--- config.mk ---
export PLATFORM = sky130hd
export DESIGN_NAME = tmr_ctrl
export DESIGN_NICKNAME = d
export VERILOG_FILES = /design/src/tmr_pkg.sv /design/src/tmr_ctrl.sv
export SDC_FILE = /design/constraint.sdc
export NUM_CORES = 1
export LEC_CHECK = 0
export BUFFER_PORTS_ARGS = -buffer_cell sky130_fd_sc_hd__buf_2
export CORE_AREA = 2 2 113 115
export CTS_BUF_LIST = sky130_fd_sc_hd__clkbuf_4
export CTS_CLUSTER_DIAMETER = 30
export DETAILED_ROUTE_END_ITERATION = 16
export DIE_AREA = 0 0 115 117
export HOLD_SLACK_MARGIN = 0.05
export PLACE_DENSITY_LB_ADDON = 0.3
export SKIP_LAST_GASP = 1
export SYNTH_ARGS = -nofsm -noshare
export SYNTH_HDL_FRONTEND = slang
export SYNTH_SLANG_ARGS = --single-unit
--- constraint.sdc ---
create_clock -name core_clk -period 2.74 [get_ports core_clk]
set_clock_uncertainty 0.05 [all_clocks]
set_input_delay 0.548 -clock core_clk [delete_from_list [all_inputs] [get_ports core_clk]]
set_output_delay 0.548 -clock core_clk [all_outputs]
set_load 0.005 [all_outputs]
--- src/tmr_pkg.sv ---
/*
  Shared constants for the 8-bit timer control block: register offsets,
  field positions, reset values, clock-select and waveform-mode codes.
  Assumes a simple strobe register port with byte-wide registers.
*/
`default_nettype none
package tmr_pkg;
  // Register offsets (byte addresses)
  localparam logic [2:0] OFS_CTRL_A = 3'h0;
  localparam logic [2:0] OFS_CTRL_B = 3'h1;
  localparam logic [2:0] OFS_COUNT = 3'h2;
  localparam logic [2:0] OFS_CMP_A = 3'h3;
  localparam logic [2:0] OFS_CMP_B = 3'h4;
  localparam logic [2:0] OFS_IRQ_EN = 3'h5;
  localparam logic [2:0] OFS_IRQ_PEND = 3'h6;
  // Control B field positions
  localparam int FOC_A_BIT = 7;
  localparam int FOC_B_BIT = 6;
  localparam int WGM_MSB_BIT = 3;
  // Control A field positions
  localparam int OUTA_LSB = 6;
  localparam int OUTB_LSB = 4;
  // Irq bit positions
  localparam int IRQ_CMPB_BIT = 2;
  localparam int IRQ_CMPA_BIT = 1;
  localparam int IRQ_OVF_BIT = 0;
  // Reset value and counter bounds
  localparam logic [7:0] RST_REG = 8'h00;
  localparam logic [7:0] CNT_MAX = 8'hff;
  localparam logic [7:0] CNT_BOTTOM = 8'h00;
  // Clock-select codes
  localparam logic [2:0] CS_STOP = 3'h0;
  localparam logic [2:0] CS_DIV1 = 3'h1;
  localparam logic [2:0] CS_DIV8 = 3'h2;
  localparam logic [2:0] CS_DIV64 = 3'h3;
  localparam logic [2:0] CS_DIV256 = 3'h4;
  localparam logic [2:0] CS_DIV1024 = 3'h5;
  localparam logic [2:0] CS_EXT_FALL = 3'h6;
  localparam logic [2:0] CS_EXT_RISE = 3'h7;
  // Waveform modes
  localparam logic [2:0] WM_NORMAL = 3'h0;
  localparam logic [2:0] WM_PC_FF = 3'h1;
  localparam logic [2:0] WM_CTC = 3'h2;
  localparam logic [2:0] WM_FAST_FF = 3'h3;
  localparam logic [2:0] WM_PC_TOPA = 3'h5;
  localparam logic [2:0] WM_FAST_TOPA = 3'h7;
  // Output action codes
  localparam logic [1:0] OA_OFF = 2'h0;
  localparam logic [1:0] OA_TOGGLE = 2'h1;
  localparam logic [1:0] OA_CLEAR = 2'h2;
  localparam logic [1:0] OA_SET = 2'h3;
  // Prescaler width (counts to 1023)
  localparam int PRE_W = 10;
endpackage : tmr_pkg
`default_nettype wire
--- src/tmr_ctrl.sv ---
/*
  8-bit timer/counter with clock select, force-compare strobes, counter
  access, two compare channels and overflow/compare flags.
  Assumes a single-cycle strobe register bus on core_clk and that the
  external count pin is asynchronous to core_clk.
*/
`timescale 1ns/1ps
`default_nettype none
//
// Contract
// - Force strobes act only in non-PWM waveform modes; ignored in PWM modes.
// - A force strobe applies the channel's current output action immediately.
// - Forced compare sets no flag and never clears the counter.
// - Force bits are write-only and always read zero.
// - Reserved control B bits 5:4 and mask/flag bits 7..3 read zero.
// - Clock select: 0 stop, 1 undivided, 2..5 prescale by 8/64/256/1024.
// - Code 6 counts falling pin edges, code 7 rising pin edges.
// - Pin edges count even when the pin is used as an output.
// - Software reads and writes the 8-bit counter directly.
// - Counter write blocks compare matches on the next timer tick.
// - Each compare register continuously compared; match drives flag and output.
// - Control B bit 3 holds the waveform mode's most significant bit.
// - Enables at bits 2,1,0; request needs enable, flag and global bit.
// - Compare B flag sets on counter match with compare B.
// - Compare A flag sets on counter match with compare A.
// - Flags clear when the processor executes the matching vector.
// - Writing one clears a flag; writing zero leaves it.
// - Overflow flag sets on overflow, position depending on waveform mode.
// - Overflow at 0xFF in modes 0,2,3; bottom in 1,5; top in 7.
// - Output actions: 00 off, 01 toggle, 10 clear, 11 set.
module tmr_ctrl
  import tmr_pkg::*;
(
  // Clock and reset
  input wire logic core_clk,
  input wire logic rst_n,
  // Register port
  input wire logic [2:0] reg_addr,
  input wire logic [7:0] reg_wdata,
  input wire logic reg_wr,
  input wire logic reg_rd,
  output logic [7:0] reg_rdata,
  // External count pin
  input wire logic ext_count_clock_pin,
  // Interrupt side
  input wire logic cpu_global_irq_en,
  input wire logic [2:0] irq_ack,
  output logic [2:0] irq_req,
  // Waveform outputs
  output logic wave_out_a,
  output logic wave_out_b,
  output logic wave_en_a,
  output logic wave_en_b
);

  logic [7:0] timer_control_a;
  logic [2:0] clock_source_sel;
  logic wave_mode_msb;
  logic [7:0] timer_count_value;
  logic [7:0] compare_value_a;
  logic [7:0] compare_value_b;
  logic [2:0] timer_irq_enable;
  logic [2:0] timer_irq_pending;
  logic [PRE_W-1:0] prescale;
  logic [2:0] pin_sync;
  logic pin_level;
  logic count_up;
  logic match_block;

  wire logic [2:0] wave_mode_sel = {wave_mode_msb, timer_control_a[1:0]};
  wire logic [1:0] out_action_a = timer_control_a[OUTA_LSB+1:OUTA_LSB];
  wire logic [1:0] out_action_b = timer_control_a[OUTB_LSB+1:OUTB_LSB];
  wire logic pwm_mode = (wave_mode_sel == WM_PC_FF) || (wave_mode_sel == WM_FAST_FF) ||
    (wave_mode_sel == WM_PC_TOPA) || (wave_mode_sel == WM_FAST_TOPA);
  wire logic wr_ctrl_a = reg_wr && (reg_addr == OFS_CTRL_A);
  wire logic wr_ctrl_b = reg_wr && (reg_addr == OFS_CTRL_B);
  wire logic wr_count = reg_wr && (reg_addr == OFS_COUNT);
  wire logic wr_pend = reg_wr && (reg_addr == OFS_IRQ_PEND);

  // Force strobes, honoured only outside PWM modes
  wire logic force_a = wr_ctrl_b && reg_wdata[FOC_A_BIT] && !pwm_mode;
  wire logic force_b = wr_ctrl_b && reg_wdata[FOC_B_BIT] && !pwm_mode;

  // Free-running prescaler
  always_ff @(posedge core_clk) begin
    if (!rst_n) begin
      prescale <= '0;
    end else begin
      prescale <= prescale + 1'b1;
    end
  end

  // Three-stage pin synchroniser; edges judged from stages two and three
  always_ff @(posedge core_clk) begin
    if (!rst_n) begin
      pin_sync <= 3'b000;
      pin_level <= 1'b0;
    end else begin
      pin_sync <= {pin_sync[1:0], ext_count_clock_pin};
      if (pin_sync[1] == pin_sync[2]) begin
        pin_level <= pin_sync[2];
      end
    end
  end
  wire logic pin_stable = (pin_sync[1] == pin_sync[2]);
  wire logic pin_rise = pin_stable && pin_sync[2] && !pin_level;
  wire logic pin_fall = pin_stable && !pin_sync[2] && pin_level;

  // Timer tick from the selected source
  always_comb begin
    unique case (clock_source_sel)
      CS_STOP: count_up = 1'b0;
      CS_DIV1: count_up = 1'b1;
      CS_DIV8: count_up = (prescale[2:0] == 3'h7);
      CS_DIV64: count_up = (prescale[5:0] == 6'h3f);
      CS_DIV256: count_up = (prescale[7:0] == 8'hff);
      CS_DIV1024: count_up = (prescale == 10'h3ff);
      CS_EXT_FALL: count_up = pin_fall;
      CS_EXT_RISE: count_up = pin_rise;
    endcase
  end

  // Counter direction and top for each mode
  logic count_down;
  logic [7:0] top_value;
  always_comb begin
    top_value = CNT_MAX;
    if (wave_mode_sel == WM_CTC || wave_mode_sel == WM_PC_TOPA || wave_mode_sel == WM_FAST_TOPA) begin
      top_value = compare_value_a;
    end
  end
  wire logic phase_mode = (wave_mode_sel == WM_PC_FF) || (wave_mode_sel == WM_PC_TOPA);
  wire logic at_top = (timer_count_value == top_value);
  wire logic match_a = count_up && !match_block && (timer_count_value == compare_value_a);
  wire logic match_b = count_up && !match_block && (timer_count_value == compare_value_b);

  // Overflow event position per mode
  logic ovf_evt;
  always_comb begin
    unique case (wave_mode_sel)
      WM_PC_FF, WM_PC_TOPA: ovf_evt = count_up && count_down && (timer_count_value == CNT_BOTTOM + 8'h01);
      WM_FAST_TOPA: ovf_evt = count_up && at_top;
      default: ovf_evt = count_up && (timer_count_value == CNT_MAX);
    endcase
  end

  // Counter: software write wins, else counts on tick; force never clears
  always_ff @(posedge core_clk) begin
    if (!rst_n) begin
      timer_count_value <= RST_REG;
      count_down <= 1'b0;
    end else if (wr_count) begin
      timer_count_value <= reg_wdata;
    end else if (count_up) begin
      if (phase_mode) begin
        if (count_down && timer_count_value == CNT_BOTTOM + 8'h01) begin
          count_down <= 1'b0;
        end else if (!count_down && timer_count_value == top_value - 8'h01) begin
          count_down <= 1'b1;
        end
        timer_count_value <= count_down ? timer_count_value - 8'h01 : timer_count_value + 8'h01;
      end else if (at_top && wave_mode_sel != WM_NORMAL) begin
        timer_count_value <= CNT_BOTTOM;
      end else begin
        timer_count_value <= timer_count_value + 8'h01;
      end
    end
  end

  // Match blocking across the next timer tick after a counter write
  always_ff @(posedge core_clk) begin
    if (!rst_n) begin
      match_block <= 1'b0;
    end else if (wr_count) begin
      match_block <= 1'b1;
    end else if (count_up) begin
      match_block <= 1'b0;
    end
  end

  // Control, compare and enable registers
  always_ff @(posedge core_clk) begin
    if (!rst_n) begin
      timer_control_a <= RST_REG;
      clock_source_sel <= CS_STOP;
      wave_mode_msb <= 1'b0;
      compare_value_a <= RST_REG;
      compare_value_b <= RST_REG;
      timer_irq_enable <= 3'b000;
    end else if (reg_wr) begin
      if (wr_ctrl_a) begin
        timer_control_a <= reg_wdata;
      end
      if (wr_ctrl_b) begin
        clock_source_sel <= reg_wdata[2:0];
        wave_mode_msb <= reg_wdata[WGM_MSB_BIT];
      end
      if (reg_addr == OFS_CMP_A) begin
        compare_value_a <= reg_wdata;
      end
      if (reg_addr == OFS_CMP_B) begin
        compare_value_b <= reg_wdata;
      end
      if (reg_addr == OFS_IRQ_EN) begin
        timer_irq_enable <= reg_wdata[2:0];
      end
    end
  end

  // Flags: hardware set wins over ack and write-one clear
  wire logic [2:0] flag_set = {match_b, match_a, ovf_evt};
  wire logic [2:0] flag_clr = irq_ack | (wr_pend ? reg_wdata[2:0] : 3'b000);
  always_ff @(posedge core_clk) begin
    if (!rst_n) begin
      timer_irq_pending <= 3'b000;
    end else begin
      timer_irq_pending <= flag_set | (timer_irq_pending & ~flag_clr);
    end
  end

  // Interrupt requests
  assign irq_req = cpu_global_irq_en ? (timer_irq_enable & timer_irq_pending) : 3'b000;

  // Waveform outputs: non-PWM action on match or force
  function automatic logic apply_action(input logic [1:0] act, input logic cur);
    unique case (act)
      OA_OFF: apply_action = cur;
      OA_TOGGLE: apply_action = !cur;
      OA_CLEAR: apply_action = 1'b0;
      OA_SET: apply_action = 1'b1;
    endcase
  endfunction : apply_action

  always_ff @(posedge core_clk) begin
    if (!rst_n) begin
      wave_out_a <= 1'b0;
      wave_out_b <= 1'b0;
    end else if (!pwm_mode) begin
      if (force_a || match_a) begin
        wave_out_a <= apply_action(out_action_a, wave_out_a);
      end
      if (force_b || match_b) begin
        wave_out_b <= apply_action(out_action_b, wave_out_b);
      end
    end else begin
      if (match_a) begin
        wave_out_a <= out_action_a[0] ^ count_down;
      end else if (count_up && at_top && !phase_mode) begin
        wave_out_a <= !out_action_a[0];
      end
      if (match_b) begin
        wave_out_b <= out_action_b[0] ^ count_down;
      end else if (count_up && at_top && !phase_mode) begin
        wave_out_b <= !out_action_b[0];
      end
    end
  end
  assign wave_en_a = (out_action_a != OA_OFF);
  assign wave_en_b = (out_action_b != OA_OFF);

  // Read data, one cycle after the strobe
  always_ff @(posedge core_clk) begin
    if (!rst_n) begin
      reg_rdata <= RST_REG;
    end else if (reg_rd) begin
      unique case (reg_addr)
        OFS_CTRL_A: reg_rdata <= {timer_control_a[7:4], 2'b00, timer_control_a[1:0]};
        OFS_CTRL_B: reg_rdata <= {4'h0, wave_mode_msb, clock_source_sel};
        OFS_COUNT: reg_rdata <= timer_count_value;
        OFS_CMP_A: reg_rdata <= compare_value_a;
        OFS_CMP_B: reg_rdata <= compare_value_b;
        OFS_IRQ_EN: reg_rdata <= {5'h00, timer_irq_enable};
        OFS_IRQ_PEND: reg_rdata <= {5'h00, timer_irq_pending};
        default: reg_rdata <= RST_REG;
      endcase
    end else begin
      reg_rdata <= RST_REG;
    end
  end

  // Checks
  a_force_no_flag: assert property (@(posedge core_clk) disable iff (!rst_n)
    force_a && !match_a && !ovf_evt && !timer_irq_pending[1] && irq_ack == 3'b000 |=> !timer_irq_pending[1])
    else $error("forced compare set flag");
  a_pwm_force_ign: assert property (@(posedge core_clk) disable iff (!rst_n)
    wr_ctrl_b && pwm_mode |-> !force_a && !force_b)
    else $error("force honoured in pwm");
  a_force_toggle: assert property (@(posedge core_clk) disable iff (!rst_n)
    force_a && out_action_a == OA_TOGGLE |=> wave_out_a != $past(wave_out_a))
    else $error("force toggle missed");
  a_fb_read_zero: assert property (@(posedge core_clk) disable iff (!rst_n)
    reg_rd && reg_addr == OFS_CTRL_B |=> reg_rdata[7:4] == 4'h0)
    else $error("control b high bits nonzero");
  a_rsvd_zero: assert property (@(posedge core_clk) disable iff (!rst_n)
    reg_rd && (reg_addr == OFS_IRQ_EN || reg_addr == OFS_IRQ_PEND) |=> reg_rdata[7:3] == 5'h00)
    else $error("reserved irq bits nonzero");
  a_stop_hold: assert property (@(posedge core_clk) disable iff (!rst_n)
    clock_source_sel == CS_STOP && !wr_count |=> $stable(timer_count_value))
    else $error("counter moved while stopped");
  a_cnt_write: assert property (@(posedge core_clk) disable iff (!rst_n)
    wr_count |=> timer_count_value == $past(reg_wdata))
    else $error("counter write lost");
  a_block_match: assert property (@(posedge core_clk) disable iff (!rst_n)
    wr_count ##1 count_up |-> !match_a && !match_b)
    else $error("match not blocked");
  a_set_wins: assert property (@(posedge core_clk) disable iff (!rst_n)
    match_b |=> timer_irq_pending[2])
    else $error("compare b flag not set");
  a_flag_a_set: assert property (@(posedge core_clk) disable iff (!rst_n)
    match_a |=> timer_irq_pending[1])
    else $error("compare a flag not set");
  a_w1c_clear: assert property (@(posedge core_clk) disable iff (!rst_n)
    wr_pend && reg_wdata[0] && !ovf_evt |=> !timer_irq_pending[0])
    else $error("write one did not clear");
  a_ack_clear: assert property (@(posedge core_clk) disable iff (!rst_n)
    irq_ack[1] && !match_a |=> !timer_irq_pending[1])
    else $error("ack did not clear");
  a_irq_gate: assert property (@(posedge core_clk) disable iff (!rst_n)
    irq_req[0] |-> cpu_global_irq_en && timer_irq_enable[0] && timer_irq_pending[0])
    else $error("irq without enable");
  a_ovf_normal: assert property (@(posedge core_clk) disable iff (!rst_n)
    count_up && !wr_count && wave_mode_sel == WM_NORMAL && timer_count_value == CNT_MAX |=> timer_irq_pending[0])
    else $error("overflow flag missed");

  // Force leaves the counter alone, clears act per channel, read bus idles at zero
  a_force_no_clr: assert property (@(posedge core_clk) disable iff (!rst_n)
    force_a && !count_up && !wr_count |=> $stable(timer_count_value))
    else $error("forced compare moved counter");
  a_ack_b_clear: assert property (@(posedge core_clk) disable iff (!rst_n)
    irq_ack[2] && !match_b |=> !timer_irq_pending[2])
    else $error("ack b did not clear");
  a_w1c_match_a: assert property (@(posedge core_clk) disable iff (!rst_n)
    wr_pend && reg_wdata[1] && !match_a |=> !timer_irq_pending[1])
    else $error("write one did not clear a");
  a_rd_idle_zero: assert property (@(posedge core_clk) disable iff (!rst_n)
    !reg_rd |=> reg_rdata == 8'h00)
    else $error("read data not idle");

  c_force_a: cover property (@(posedge core_clk) force_a);
  c_block_tick: cover property (@(posedge core_clk) wr_count ##1 count_up);
  c_match_b: cover property (@(posedge core_clk) match_b);
  c_overflow: cover property (@(posedge core_clk) ovf_evt);
  c_ext_rise: cover property (@(posedge core_clk) clock_source_sel == CS_EXT_RISE && count_up);

endmodule : tmr_ctrl
`default_nettype wire

==> results.sh <==
export IMPL_start_util_pct=32.04
export IMPL_ys_seq_area_share_pct=33.49
export IMPL_synth_top_cell_by_area="dfxtp_1"
export IMPL_layout_nets=565
export IMPL_hold_viol=0
export IMPL_path_cells="or3b_4 > buf_4 > a21oi_4 > xnor2_1 > or4_4 > or3_4 > o21ai_4 > a211oi_1"
export IMPL_yosys_area_top_type_share_pct=33.49
export IMPL_multi_input_area_sq_mm=0.002446
export IMPL_yosysMostFrequentCell="dfxtp_1"
export IMPL_synth_common_cells="66 x dfxtp_1, 63 x nand2_1, 59 x nor2_1"
export IMPL_finalSetupViolCount=0
export IMPL_finalCriticalPeriod_ns=2.639
export IMPL_cts_sinks=66
export IMPL_die_h_um=117
export IMPL_max_cap_violations=0
export IMPL_synthArstFlopShare_pct=0
export IMPL_synth_edf_count=0
export IMPL_crit_buf_inv=1
export IMPL_tightest_slew_ns=0.8022
export IMPL_routed_wirelength_um=12040
export IMPL_synth_flop_cell="dfxtp_1"
export IMPL_ys_types=60
export IMPL_vias=3767
export IMPL_finalPower_uw=1865
export IMPL_postCtsHoldBufs=0
export IMPL_cts_buffers_inserted=9
export IMPL_place_inst=674
export IMPL_post_route_drc_count=0
export IMPL_gp_congestion=0.9287
export IMPL_critPathCaptureType="flip-flop"
export IMPL_drive_above_1_share_pct=17.53
export IMPL_max_vdd_ir_drop_mv=0.1519
export IMPL_relSlewSlack_pct=46.44
export IMPL_antenna_found_initial=0
export IMPL_core_sq_mm=0.01231
export IMPL_p_per_area_mw_per_mm2=415.8
export IMPL_path_delay_family="simple AND/OR/NAND/NOR gates"
export IMPL_synth_area_sq_mm=0.003945
export IMPL_p_leak_uw=0.001720
export IMPL_htreeDepth=3
export IMPL_dr_pass1_iters=6
export IMPL_grt_pass1_vias=3595
export IMPL_via_per_inst=5.444
export IMPL_synth_avg_cell_area_sq_um=7.890
export IMPL_post_dp_cell_area_sq_mm=0.004334
export IMPL_status="completed"
export IMPL_grt_max_degree=47
export IMPL_seqCellArea_sq_mm=0.001321
export IMPL_dieArea_sq_mm=0.01346
export IMPL_ys_warn_count=0
export IMPL_layout_cells_non_filler=692
export IMPL_fmax_mhz=379.0
export IMPL_fillers=1304
export IMPL_crit_required_ns=3.04
export IMPL_cts_max_path_buffers=2
export IMPL_fp_dieW_um=115
export IMPL_io_buffers=34
export IMPL_ys_ff_latch=66
export IMPL_ant_nets=0
export IMPL_postLayoutCellArea_sq_mm=0.004484
export IMPL_grtUsageTotal_pct=18.58
export IMPL_maxSlewViolCount=0
export IMPL_root_buffer="clkbuf_4"
export IMPL_cpMaxStageDelayCell="or4_4"
export IMPL_tritoncts="built"
export IMPL_dp_hpwl_um=8839
export IMPL_netlist_instances=500
export IMPL_grt_pass1_wl_um=19230
export IMPL_setup_worst_path_class="reg -> reg"
export IMPL_syn_nets=528
export IMPL_cp_max_fo=7
export IMPL_gr_total_overflow=0
export IMPL_wl_per_cell_um=17.40
export IMPL_timing_final_crit_share_pct=96.30
export IMPL_start_kind="flip-flop"
export IMPL_diodes=0
export IMPL_rows=41
export IMPL_slowest_delay_ns=0.57
export IMPL_cp_data_arrival_time_ns=2.94
export IMPL_synth_area_leaders="dfxtp_1 33%, nand2_1 6.0%, nor2_1 5.6%"
export IMPL_syn_to_final_growth_pct=13.67
export IMPL_path_clk_slew_ns=0.13
export IMPL_ios=35
export IMPL_first_iter_violations=238
export IMPL_hold_class="in -> reg"
export IMPL_clk_latency_ns=0.46
[worst reg2reg max path: stages (launching register included)]
cell      delay (ns)
dfxtp_1         0.33
or3b_4          0.43
buf_4           0.16
a21oi_4         0.19
xnor2_1         0.09
or4_4           0.57
or3_4           0.44
o21ai_4         0.20
a211oi_1        0.07
[cell families after synthesis]
family	share of synthesized area, %
buffers and inverters	4.916
flip-flops	33.49
multiplexers	7.707
AND/OR/NAND/NOR	25.02
AO/OA/AOI/OAI	17.22
adder cells (fa/ha/maj)	2.537
XOR/XNOR	9.102
[final timing paths]
kind	from	to	slack [ns]	depth (start not counted)
setup / recovery	wave_mode_msb	timer_count_value[3]	0.10	8
hold / removal	ext_count_clock_pin	pin_sync[0]	0.26	2
setup reg to reg	wave_mode_msb	timer_count_value[3]	0.10	8
hold reg to reg	pin_sync[0]	pin_sync[1]	0.40	1
[power breakdown]
part	switching, uW	internal (uW)	total (uW)
combinational	164	101	265
clock	395	195	590
sequential	27.6	982	1010
total	586	1280	1860
[metrics by stage]
stage	hold WS (ns)	setup TNS [ns]	util, %	setup slack (ns)
after floorplan	0.3619	0	-	0.1092
after global placement	0.3740	0	35.20	0.1407
after detailed placement	0.3761	0	35.20	0.05790
after CTS	0.2348	0	36.17	0.04158
after global routing	0.2371	-0.001676	36.42	-0.001676
final	0.2615	0	36.42	0.1015
[flip-flops by register name (all words and copies together) (netlist names), 3 cells and up]
name / count
compare_value_b: 8
timer_irq_enable: 3
timer_irq_pending: 3
timer_count_value: 8
prescale: 10
clock_source_sel: 3
compare_value_a: 8
pin_sync: 3
reg_rdata: 8
timer_control_a: 6
[routing by layer]
metal / track usage (%) / up-vias / part of all wire (%)
met4: 6.747 / 0 / 2.7
met2: 29.14 / 134 / 45
met1: 24.34 / 1772 / 45
met3: 5.510 / 29 / 6.7
met5: 0 / - / 0
li1: - / 1832 / -
[layout by cell type (no fill, tap or decap), drive strengths merged, types with 5 or more instances in the layout]
cell    Yosys  final
o21ai      15     15
xor2       18     18
clkbuf     28     10
nand3      19     19
xnor2      23     23
a31oi      16     16
a211oi      5      5
and3       10     10
dfxtp      66     66
ha          8      8
nand4      10     10
a22oi       6      6
mux2i      21     21
and2        5      5
nor3        7      7
nand2b      6      6
inv        14     14
buf         5     59
nand2      63     63
a21oi      39     39
nor2       59     59
[repair_timing]
action,CTS,global route
resized for setup,0,6
buffers inserted,0,2
setup endpoints to repair,0,2
[cell type report]
cell class                      count  area share (%)
Sequential cell                    66           29.46
Clock inverter                      6          0.9766
Multi-Input combinational cell    387           54.55
Clock buffer                       10           1.674
Timing Repair Buffer               59           7.980
Tap cell                          150           4.185
Inverter                           14           1.172
(Power assumes the default switching activity.)
